<file path="config.mk">
export PLATFORM = sky130hd
export DESIGN_NAME = sfl_host
export DESIGN_NICKNAME = d
export VERILOG_FILES = /design/src/sfl_pkg.sv /design/src/sfl_tmr_if.sv /design/src/sfl_sync2.sv /design/src/sfl_timer.sv /design/src/sfl_host.sv
export VERILOG_INCLUDE_DIRS = /design/src /design/src/src
export SDC_FILE = /design/constraint.sdc
export NUM_CORES = 1
export LEC_CHECK = 0
export ABC_AREA = 1
export BUFFER_PORTS_ARGS = -buffer_cell sky130_fd_sc_hd__buf_2
export CAP_MARGIN = 20
export CELL_PAD_IN_SITES_DETAIL_PLACEMENT = 1
export CELL_PAD_IN_SITES_GLOBAL_PLACEMENT = 2
export CORE_MARGIN = 4
export CORE_UTILIZATION = 36
export DETAILED_ROUTE_END_ITERATION = 10
export PLACE_DENSITY = 0.83
export SLEW_MARGIN = 20
export SYNTH_ARGS = -nofsm -noshare
export SYNTH_HDL_FRONTEND = slang
export SYNTH_SLANG_ARGS = --single-unit
</file>
<file path="constraint.sdc">
create_clock -name clk -period 2.8 [get_ports clk]
set_input_delay 0.14 -clock clk [delete_from_list [all_inputs] [get_ports clk]]
set_output_delay 0.14 -clock clk [all_outputs]
set_load 0.02 [all_outputs]
</file>
<file path="src/sfl_defs.svh">
`ifndef SFL_DEFS_SVH
`define SFL_DEFS_SVH
// system clock and link clock divider
`define SFL_CLK_MHZ 20
`define SFL_SCK_HALF 4'd2
`define SFL_DIV_W 4
// reset pin timing, microseconds, and derived cycle counts
`define SFL_T_RST_US 10
`define SFL_T_REC_US 1
`define SFL_RST_CYC (`SFL_T_RST_US * `SFL_CLK_MHZ)
`define SFL_REC_CYC (`SFL_T_REC_US * `SFL_CLK_MHZ)
// worst-case busy times of the memory, plus the typical OTP program time
`define SFL_T_EP_MS 25
`define SFL_T_P_MS 3
`define SFL_T_OTPP_US 500
`define SFL_T_OTPP_TYP_US 200
`define SFL_EP_CYC (`SFL_T_EP_MS * 1000 * `SFL_CLK_MHZ)
`define SFL_P_CYC (`SFL_T_P_MS * 1000 * `SFL_CLK_MHZ)
`define SFL_OTPP_CYC (`SFL_T_OTPP_US * `SFL_CLK_MHZ)
`define SFL_TMR_W 19
// page refresh bookkeeping
`define SFL_REWRITE_LIMIT 50000
`define SFL_REWRITE_EVERY 16'd16
`define SFL_PAGES 11'd2047
`define SFL_PTR_W 11
`define SFL_PAGE_SHIFT 9
// opcodes the host treats as reads
`define SFL_OP_ARRAY_RD_LP 8'h01
`define SFL_OP_ARRAY_RD 8'h03
`define SFL_OP_BUF1_RD 8'hd1
`define SFL_OP_BUF2_RD 8'hd3
`define SFL_OP_PROT_RD 8'h32
`define SFL_OP_LOCK_RD 8'h35
`define SFL_OP_SEC_RD 8'h77
`define SFL_OP_STATUS_RD 8'hd7
`endif

</file>
<file path="src/sfl_pkg.sv">
package sfl_pkg;
   typedef enum logic [2:0] {
      ST_BOOT  = 3'h0,
      ST_RHOLD = 3'h1,
      ST_WAIT  = 3'h2,
      ST_IDLE  = 3'h3,
      ST_SETUP = 3'h4,
      ST_SHIFT = 3'h5,
      ST_TAIL  = 3'h6
   } sfl_state_t;

   // what the memory does after the frame, and so how long to wait
   typedef enum logic [1:0] {
      KIND_READ = 2'h0,
      KIND_PROG = 2'h1,
      KIND_EP   = 2'h2,
      KIND_OTP  = 2'h3
   } sfl_kind_t;
endpackage

</file>
<file path="src/sfl_tmr_if.sv">
`timescale 1ns/100ps
`default_nettype none
`include "sfl_defs.svh"
interface sfl_tmr_if;
   logic                   start;
   logic [`SFL_TMR_W-1:0]  load;
   logic                   done;
   modport ctl (output start, output load, input done);
   modport tmr (input start, input load, output done);
endinterface
`default_nettype wire

</file>
<file path="src/sfl_sync2.sv">
`timescale 1ns/100ps
`default_nettype none
module sfl_sync2 (
   input  wire logic clk,
   input  wire logic rst_n,
   input  wire logic d,
   output logic      q
);
   logic meta_r;

   // two stages; only the second stage is ever read
   always_ff @(posedge clk or negedge rst_n) begin
      if (!rst_n) begin
         meta_r <= 1'b0;
         q      <= 1'b0;
      end else begin
         meta_r <= d;
         q      <= meta_r;
      end
   end
endmodule
`default_nettype wire

</file>
<file path="src/sfl_timer.sv">
`timescale 1ns/100ps
`default_nettype none
`include "sfl_defs.svh"
module sfl_timer (
   input  wire logic clk,
   input  wire logic rst_n,
   sfl_tmr_if.tmr    t
);
   logic [`SFL_TMR_W-1:0] cnt_r;

   // down counter; start reloads even while running
   always_ff @(posedge clk or negedge rst_n) begin
      if (!rst_n) begin
         cnt_r <= '0;
      end else if (t.start) begin
         cnt_r <= t.load;
      end else if (cnt_r != '0) begin
         cnt_r <= cnt_r - 1'b1;
      end
   end

   assign t.done = (cnt_r == '0);
endmodule
`default_nettype wire

</file>
<file path="src/sfl_host.sv">
`timescale 1ns/100ps
`default_nettype none
`include "sfl_defs.svh"
module sfl_host
   import sfl_pkg::*;
#(
   parameter int         EP_CYC     = `SFL_EP_CYC,
   parameter int         P_CYC      = `SFL_P_CYC,
   parameter int         OTPP_CYC   = `SFL_OTPP_CYC,
   parameter logic [7:0] REWRITE_OP = 8'h00
) (
   input  wire logic                  clk,
   input  wire logic                  rst_n,
   input  wire logic                  cmd_valid,
   output logic                       cmd_ready,
   input  wire logic [7:0]            cmd_op,
   input  wire logic [23:0]           cmd_addr,
   input  wire logic [1:0]            cmd_addr_bytes,
   input  wire logic [2:0]            cmd_dummy_bytes,
   input  wire logic [9:0]            cmd_len,
   input  wire sfl_kind_t             cmd_kind,
   input  wire logic [7:0]            wr_data,
   input  wire logic                  wr_valid,
   output logic                       wr_ready,
   output logic [7:0]                 rd_data,
   output logic                       rd_valid,
   output logic                       busy,
   output logic [`SFL_PTR_W-1:0]      rewrite_ptr,
   output logic                       sck,
   output logic                       cs_n,
   output logic                       mosi,
   output logic                       flash_rst_n,
   input  wire logic                  miso
);
   sfl_state_t              state_r;
   sfl_state_t              state_nxt;
   sfl_kind_t               kind_r;
   logic [`SFL_DIV_W-1:0]   div_r;
   logic [15:0]             j_r;
   logic [15:0]             tx_bits_r;
   logic [15:0]             rx_bits_r;
   logic [3:0]              hdr_r;
   logic [1:0]              ab_r;
   logic [7:0]              op_r;
   logic [23:0]             asr_r;
   logic [7:0]              txs_r;
   logic [7:0]              rxs_r;
   logic [2:0]              rb_r;
   logic                    rd_r;
   logic                    own_r;
   logic                    rw_pend_r;
   logic [15:0]             ops_r;
   logic                    miso_s;
   logic                    tick;
   logic                    rise;
   logic                    fall;
   logic                    need_wr;
   logic                    stall;
   logic                    launch;
   logic                    end_frame;
   logic                    last_fall;
   logic                    rx_take;
   logic [12:0]             bi;
   logic [7:0]              tx_new;
   logic [15:0]             ln_bits;
   logic                    cmd_rd;
   sfl_tmr_if tm ();
   sfl_timer u_timer (
      .clk   (clk),
      .rst_n (rst_n),
      .t     (tm)
   );

   // miso comes from the pin, so it is retimed before anything looks at it
   sfl_sync2 u_miso_sync (
      .clk   (clk),
      .rst_n (rst_n),
      .d     (miso),
      .q     (miso_s)
   );

   // read opcodes decide whether the data phase is sent or received
   function automatic logic is_rd(input logic [7:0] op);
      return (op == `SFL_OP_ARRAY_RD_LP) || (op == `SFL_OP_ARRAY_RD)
             || (op == `SFL_OP_BUF1_RD) || (op == `SFL_OP_BUF2_RD)
             || (op == `SFL_OP_PROT_RD) || (op == `SFL_OP_LOCK_RD)
             || (op == `SFL_OP_SEC_RD)
             || (op == `SFL_OP_STATUS_RD);
   endfunction

   // frame event strobes; sck is made here, so it is no second domain
   assign tick      = (div_r == '0);
   assign bi        = j_r[15:3];
   assign need_wr   = (state_r == ST_SHIFT) && tick && !sck && (j_r < tx_bits_r)
                      && (j_r[2:0] == 3'h0) && (bi >= 13'(hdr_r));
   assign stall     = need_wr && !wr_valid;
   assign rise      = (state_r == ST_SHIFT) && tick && !sck && !stall;
   assign fall      = (state_r == ST_SHIFT) && tick && sck;
   assign last_fall = fall && (j_r == tx_bits_r + rx_bits_r + 16'd1);
   assign rx_take   = fall && (j_r >= tx_bits_r + 16'd2);
   assign launch    = (state_r == ST_IDLE) && (rw_pend_r || cmd_valid);
   assign end_frame = (state_r == ST_TAIL) && tick;
   assign cmd_ready = (state_r == ST_IDLE) && !rw_pend_r;
   assign wr_ready  = need_wr; // a byte is taken when wr_ready and wr_valid
   assign busy      = (state_r != ST_IDLE);
   assign cmd_rd    = is_rd(cmd_op);
   assign ln_bits   = {3'h0, cmd_len, 3'h0};

   // byte placed on mosi at a byte boundary: opcode, address, dummies, data
   always_comb begin
      if (bi == 13'h0) begin
         tx_new = op_r;
      end else if (bi <= 13'(ab_r)) begin
         tx_new = asr_r[23:16];
      end else if (bi < 13'(hdr_r)) begin
         tx_new = 8'h00;
      end else begin
         tx_new = wr_data;
      end
   end

   // state sequencing: pin reset, recovery, idle, frame, busy wait
   always_comb begin
      state_nxt = state_r;
      unique case (state_r)
         ST_BOOT:  state_nxt = ST_RHOLD;
         ST_RHOLD: if (tm.done) state_nxt = ST_WAIT;
         ST_WAIT:  if (tm.done) state_nxt = ST_IDLE;
         ST_IDLE:  if (launch) state_nxt = ST_SETUP;
         ST_SETUP: if (tick) state_nxt = ST_SHIFT;
         ST_SHIFT: if (last_fall) state_nxt = ST_TAIL;
         ST_TAIL:  if (tick) state_nxt = (kind_r == KIND_READ) ? ST_IDLE : ST_WAIT;
         default:  state_nxt = ST_BOOT;
      endcase
   end

   always_ff @(posedge clk or negedge rst_n) begin
      if (!rst_n) begin
         state_r <= ST_BOOT;
      end else begin
         state_r <= state_nxt;
      end
   end

   // timer loads: reset pulse, recovery, then worst-case busy per kind
   always_comb begin
      tm.start = 1'b0;
      tm.load  = '0;
      if (state_r == ST_BOOT) begin
         tm.start = 1'b1;
         tm.load  = `SFL_TMR_W'(`SFL_RST_CYC);
      end else if (state_r == ST_RHOLD && tm.done) begin
         tm.start = 1'b1;
         tm.load  = `SFL_TMR_W'(`SFL_REC_CYC);
      end else if (end_frame && kind_r != KIND_READ) begin
         tm.start = 1'b1;
         tm.load  = (kind_r == KIND_EP)   ? `SFL_TMR_W'(EP_CYC) :
                    (kind_r == KIND_PROG) ? `SFL_TMR_W'(P_CYC) :
                                            `SFL_TMR_W'(OTPP_CYC);
      end
   end

   // memory reset pin; chip select is already high from reset onward
   always_ff @(posedge clk or negedge rst_n) begin
      if (!rst_n) begin
         flash_rst_n <= 1'b0;
      end else if (state_r == ST_RHOLD && tm.done && cs_n) begin
         flash_rst_n <= 1'b1;
      end
   end

   // command capture; a due refresh goes ahead of user commands
   always_ff @(posedge clk or negedge rst_n) begin
      if (!rst_n) begin
         op_r      <= 8'h00;
         asr_r     <= 24'h000000;
         ab_r      <= 2'h0;
         hdr_r     <= 4'h1;
         kind_r    <= KIND_READ;
         rd_r      <= 1'b0;
         own_r     <= 1'b0;
         tx_bits_r <= 16'h0000;
         rx_bits_r <= 16'h0000;
      end else if (launch && rw_pend_r) begin
         op_r      <= REWRITE_OP;
         asr_r     <= 24'(rewrite_ptr) << `SFL_PAGE_SHIFT;
         ab_r      <= 2'h3;
         hdr_r     <= 4'h4;
         kind_r    <= KIND_EP;
         rd_r      <= 1'b0;
         own_r     <= 1'b1;
         tx_bits_r <= 16'h0020;
         rx_bits_r <= 16'h0000;
      end else if (launch) begin
         op_r      <= cmd_op;
         asr_r     <= cmd_addr << (5'd8 * (5'd3 - 5'(cmd_addr_bytes)));
         ab_r      <= cmd_addr_bytes;
         hdr_r     <= 4'd1 + 4'(cmd_addr_bytes) + 4'(cmd_dummy_bytes);
         kind_r    <= cmd_kind; // direct or buffered page writes both fit
         rd_r      <= cmd_rd;
         own_r     <= 1'b0;
         tx_bits_r <= {9'h0, 4'd1 + 4'(cmd_addr_bytes) + 4'(cmd_dummy_bytes), 3'h0}
                      + (cmd_rd ? 16'h0000 : ln_bits);
         rx_bits_r <= cmd_rd ? ln_bits : 16'h0000;
      end else if (rise && j_r[2:0] == 3'h0 && bi != 13'h0 && bi <= 13'(ab_r)) begin
         asr_r <= {asr_r[15:0], 8'h00};
      end
   end

   // half-period divider; it waits at zero while the data byte is late
   always_ff @(posedge clk or negedge rst_n) begin
      if (!rst_n) begin
         div_r <= `SFL_SCK_HALF - 4'd1;
      end else if (state_r == ST_SETUP || state_r == ST_SHIFT || state_r == ST_TAIL) begin
         if (!tick) begin
            div_r <= div_r - 4'd1;
         end else if (!stall) begin
            div_r <= `SFL_SCK_HALF - 4'd1;
         end
      end else begin
         div_r <= `SFL_SCK_HALF - 4'd1;
      end
   end

   // sck idles low, which is mode 0; a stall stretches the low phase only
   always_ff @(posedge clk or negedge rst_n) begin
      if (!rst_n) begin
         sck <= 1'b0;
      end else if (rise) begin
         sck <= 1'b1;
      end else if (fall) begin
         sck <= 1'b0;
      end
   end

   // chip select low around the frame, high again once the tail half passes
   always_ff @(posedge clk or negedge rst_n) begin
      if (!rst_n) begin
         cs_n <= 1'b1;
      end else if (launch) begin
         cs_n <= 1'b0;
      end else if (end_frame) begin
         cs_n <= 1'b1;
      end
   end

   // rise counter; one extra rise lets the memory take the last bit
   always_ff @(posedge clk or negedge rst_n) begin
      if (!rst_n) begin
         j_r <= 16'h0000;
      end else if (launch) begin
         j_r <= 16'h0000;
      end else if (rise) begin
         j_r <= j_r + 16'd1;
      end
   end

   // mosi changes only with sck rising, a full period before the memory samples
   always_ff @(posedge clk or negedge rst_n) begin
      if (!rst_n) begin
         mosi  <= 1'b0;
         txs_r <= 8'h00;
      end else if (launch) begin
         mosi  <= 1'b0;
      end else if (rise) begin
         if (j_r >= tx_bits_r) begin
            mosi <= 1'b0;
         end else if (j_r[2:0] == 3'h0) begin
            mosi  <= tx_new[7];
            txs_r <= {tx_new[6:0], 1'b0};
         end else begin
            mosi  <= txs_r[7];
            txs_r <= {txs_r[6:0], 1'b0};
         end
      end
   end

   // capture miso at the fall after the one that launched the bit
   always_ff @(posedge clk or negedge rst_n) begin
      if (!rst_n) begin
         rxs_r    <= 8'h00;
         rb_r     <= 3'h0;
         rd_data  <= 8'h00;
         rd_valid <= 1'b0;
      end else begin
         rd_valid <= 1'b0;
         if (launch) begin
            rb_r <= 3'h0;
         end else if (rx_take && rd_r) begin
            rxs_r <= {rxs_r[6:0], miso_s};
            rb_r  <= rb_r + 3'h1;
            if (rb_r == 3'h7) begin
               rd_data  <= {rxs_r[6:0], miso_s};
               rd_valid <= 1'b1;
            end
         end
      end
   end

   // refresh pacing: one page every few erase-program ops keeps each far under the limit
   always_ff @(posedge clk or negedge rst_n) begin
      if (!rst_n) begin
         ops_r       <= 16'h0000;
         rw_pend_r   <= 1'b0;
         rewrite_ptr <= '0;
      end else if (launch && rw_pend_r) begin
         rw_pend_r <= 1'b0;
         rewrite_ptr <= (rewrite_ptr == `SFL_PAGES) ? '0 : rewrite_ptr + 1'b1;
      end else if (end_frame && !own_r && (kind_r == KIND_EP || kind_r == KIND_PROG)) begin
         if (ops_r == `SFL_REWRITE_EVERY - 16'd1) begin
            ops_r     <= 16'h0000;
            rw_pend_r <= 1'b1;
         end else begin
            ops_r <= ops_r + 16'd1;
         end
      end
   end
endmodule
`default_nettype wire

</file>
==> impl_metrics.json <==
{
  "status": "finished, final reports clean",
  "drc_errors": 0,
  "worst_ep_arrival_time_ns": 2.47,
  "initial_utilization_pct": 36.7,
  "peakVddDrop_mv": 0.357,
  "worstPathMaxFanout": 3,
  "switching_power_uw": 1280,
  "hp-start": "cmd_len[2]",
  "r2r-start": "j_r[9]",
  "netlist_instances": 1392,
  "yosys_warnings": 0,
  "io_pins": 89,
  "setup_viol": 0,
  "numCtsBuffers": 17,
  "timing.final.crit_period_ns": 2.61,
  "slew_headroom_pct": 57.6,
  "slew_violations": 0,
  "sw_frac_of_total_pct": 24.0,
  "drt_first_pass_iters": 5,
  "path_clk_slew_ns": 0.07,
  "drive_gt1_share_pct": 14.8,
  "rows": 62,
  "htree_levels": 4,
  "r2r_cells": 13,
  "synth_seq_cells": 165,
  "path_buf_inv": 2,
  "power.share.clock_pct": 47.2,
  "syn_to_final_growth_pct": 16.4,
  "clock_path_buffers": 2,
  "hold_viol_final": 0,
  "finalCritPeriodShare_pct": 93.1,
  "rrSetupSlack_ns": 0.21,
  "whs_path_depth": 3,
  "routedWlPerCell_um": 17.2,
  "drt_iter0_drc": 377,
  "cp_slowest_cell": "dfrtp_1",
  "crit_path_frequent_cell": "nand2_1",
  "max_stage_delay_ns": 0.43,
  "p_per_area_nw_per_um2": 432,
  "cp.required_ns": 2.66,
  "post-place-ws_ns": 0.0393,
  "grt_pass1_vias": 10400,
  "skew_ns": 0.0109,
  "die_w_um": 180,
  "power_frac_comb_pct": 7.2,
  "cts-root-buf": "clkbuf_16",
  "grt_usage_pct": 20.9,
  "grt_pass1_wl_um": 55200,
  "netlist_area_um2": 10600,
  "max_slew.worst_pin.slew_ns": 0.631,
  "dieHeight_um": 180,
  "crit_path_end_kind": "output pin",
  "viasPerCell": 5.05,
  "p_leak_uw": 0.00635,
  "coreArea_um2": 28900,
  "dp_hpwl_um": 25300,
  "finalPower_uw": 5330,
  "crit_chain": "ha_1 -> nand2_1 -> inv_1 -> o21ai_0 -> a21oi_1 -> nor2_1 -> nand2_1 -> nor2_4 -> buf_2",
  "hold_class": "in -> reg",
  "nNetsFinal": 1615,
  "cts_sinks": 165,
  "worstSkewPairLatency_ns": 0.44,
  "critPathKind": "reg -> out",
  "ant_nets": 0,
  "antenna_found_initial": 1,
  "die_area_um2": 32200,
  "start_kind": "flip-flop",
  "top_usage_layer": "met2",
  "fmax_mhz": 384,
  "synth_seq_area_share_pct": 39.0,
  "maxCapViolCount": 0,
  "p_int_uw": 4050,
  "cts_tree": "done",
  "met1_usage_pct": 28.2,
  "port_buffers": 88,
  "grt_max_degree": 52,
  "routed_wl_um": 32600,
  "grt-ovfl-total": 0,
  "met3_usage_pct": 3.01,
  "avgSynthCellArea_um2": 7.61,
  "cp_top_family": "simple AND/OR/NAND/NOR gates",
  "gp_congestion": 0.831,
  "r2r-end": "j_r[3]",
  "synth_nets": 1505,
  "worstHoldEndpoint": "rx_bits_r[5]",
  "met2_usage_pct": 35.1,
  "vias": 9598,
  "power_frac_seq_pct": 45.5,
  "ys_types": 57,
  "setup_slack_ns": 0.193
}
cell type report:
type	instances	area (µm²)
Tap cell	384	480
Timing Repair Buffer	132	846
Clock buffer	19	433
Antenna cell	1	2.50
Sequential cell	165	4130
Multi-Input combinational cell	992	5530
Fill cell	3647	16500
Inverter	194	731
Clock inverter	12	179
placed cells by master, fill, tap and decap left out, types with 29 or more instances in the layout:
| cell type | instances |
|---|---|
| nor2_1 | 104 |
| inv_1 | 176 |
| nand3_1 | 128 |
| dfrtp_1 | 162 |
| buf_4 | 29 |
| o21ai_0 | 89 |
| a21oi_1 | 41 |
| nand4_1 | 30 |
| ha_1 | 47 |
| nand2_1 | 332 |
| xor2_1 | 34 |
| buf_2 | 87 |
synth_stat cells, drive strengths merged:
master	number	area, µm²
a2111oi	1	27.5
a211oi	3	22.5
a21boi	3	22.5
a21oi	44	239
a22oi	3	22.5
a2bb2oi	1	8.76
a31oi	9	56.3
a32o	3	30.0
and2	2	12.5
and3	1	6.26
buf	26	160
clkbuf	15	56.3
clkinv	6	25.0
dfrtp	162	4050
dfstp	3	78.8
fa	3	60.1
ha	48	601
inv	188	706
mux2i	4	40.0
nand2	348	1360
nand3	133	691
nand3b	4	30.0
nand4	33	251
nor2	120	532
nor3	32	204
nor3b	4	35.0
nor4	12	75.1
nor4b	1	8.76
o211ai	8	60.1
o21a	1	7.51
o21ai	94	470
o21bai	2	15.0
o22ai	9	56.3
o311ai	4	35.0
o31ai	2	15.0
or2	5	31.3
xnor2	21	184
xor2	34	298
worst register-to-register path: cells and delay by family, from the launching register on:
kind            cells  cell delay [ns]
simple gates        8             1.25
buf+inv             2             0.30
flops               1             0.43
fa+ha+maj           1             0.34
compound gates      2             0.21
sequential cells by signal, indices dropped and copies added, names as in the netlist, 2 cells and up:
register,cells
ops_r,16
rxs_r,7
op_r,8
u_timer.cnt_r,19
tx_bits_r,11
rx_bits_r,10
hdr_r,4
rd_data,8
div_r,4
rewrite_ptr,11
state_r,3
txs_r,7
asr_r,24
j_r,16
ab_r,2
rb_r,3
kind_r,2
through the flow:
stage          TNS [ns]  hold slack, ns  cells  util [%]  cell area [µm²]
3_5_place_dp          0          0.0744   1854      40.1            11600
6_report              0          0.0164   1899      42.7            12300
3_3_place_gp          0          0.0718   1854      40.1            11600
5_1_grt        -0.00898          0.0211   1899      42.7            12300
4_1_cts               0         0.00151   1896      42.6            12300
2_1_floorplan         0          -0.156   1392         -            10600
what timing repair did:
item                                    4_1_cts  5_1_grt
hold buffers                                 11        0
endpoints found under the hold margin        50        0
setup buffers                                 0        2
endpoints found under the setup margin        0        3
resized for setup                             0        8
worst max-delay path by stage:
stage,end,slack [ns],startpoint,cells past startpoint
6_report,wr_ready,0.19,j_r[9],9
5_1_grt,tx_bits_r[12],-0.009,cmd_op[5],20
4_1_cts,tx_bits_r[9],0.01,cmd_op[5],20
3_5_place_dp,tx_bits_r[9],0.04,cmd_op[2],19
3_3_place_gp,tx_bits_r[9],0.13,cmd_op[2],19
2_1_floorplan,tx_bits_r[9],0.25,cmd_addr_bytes[0],13
layer usage:
metal	wire length (µm)	share of wire (%)
met4	697	2.1
met3	894	2.7
met2	15500	48
met1	15500	47
met5	0	0
power groups by stage:
stage                     registers (µW)  logic (µW)  clock network [µW]
after global placement              2470         361                   0
final                               2430         386                2520
after CTS                           2430         383                2590
after global routing                2430         445                2690
after floorplan                     2470         185                   0
after detailed placement            2470         368                   0
logic make-up (layout without fill, tap and decap cells):
family                   after synthesis  count (layout)  share of synthesized area, %
AO/OA/AOI/OAI                        187             187                          10.3
XOR/XNOR                              55              55                          4.55
adder cells (fa/ha/maj)               51              51                          6.24
buffers and inverters                235             357                          8.94
flip-flops                           165             165                          39.0
multiplexers                           4               4                         0.378
other                                  0               1                             0
AND/OR/NAND/NOR                      695             695                          30.6
Power figures use the tool's default switching activity.
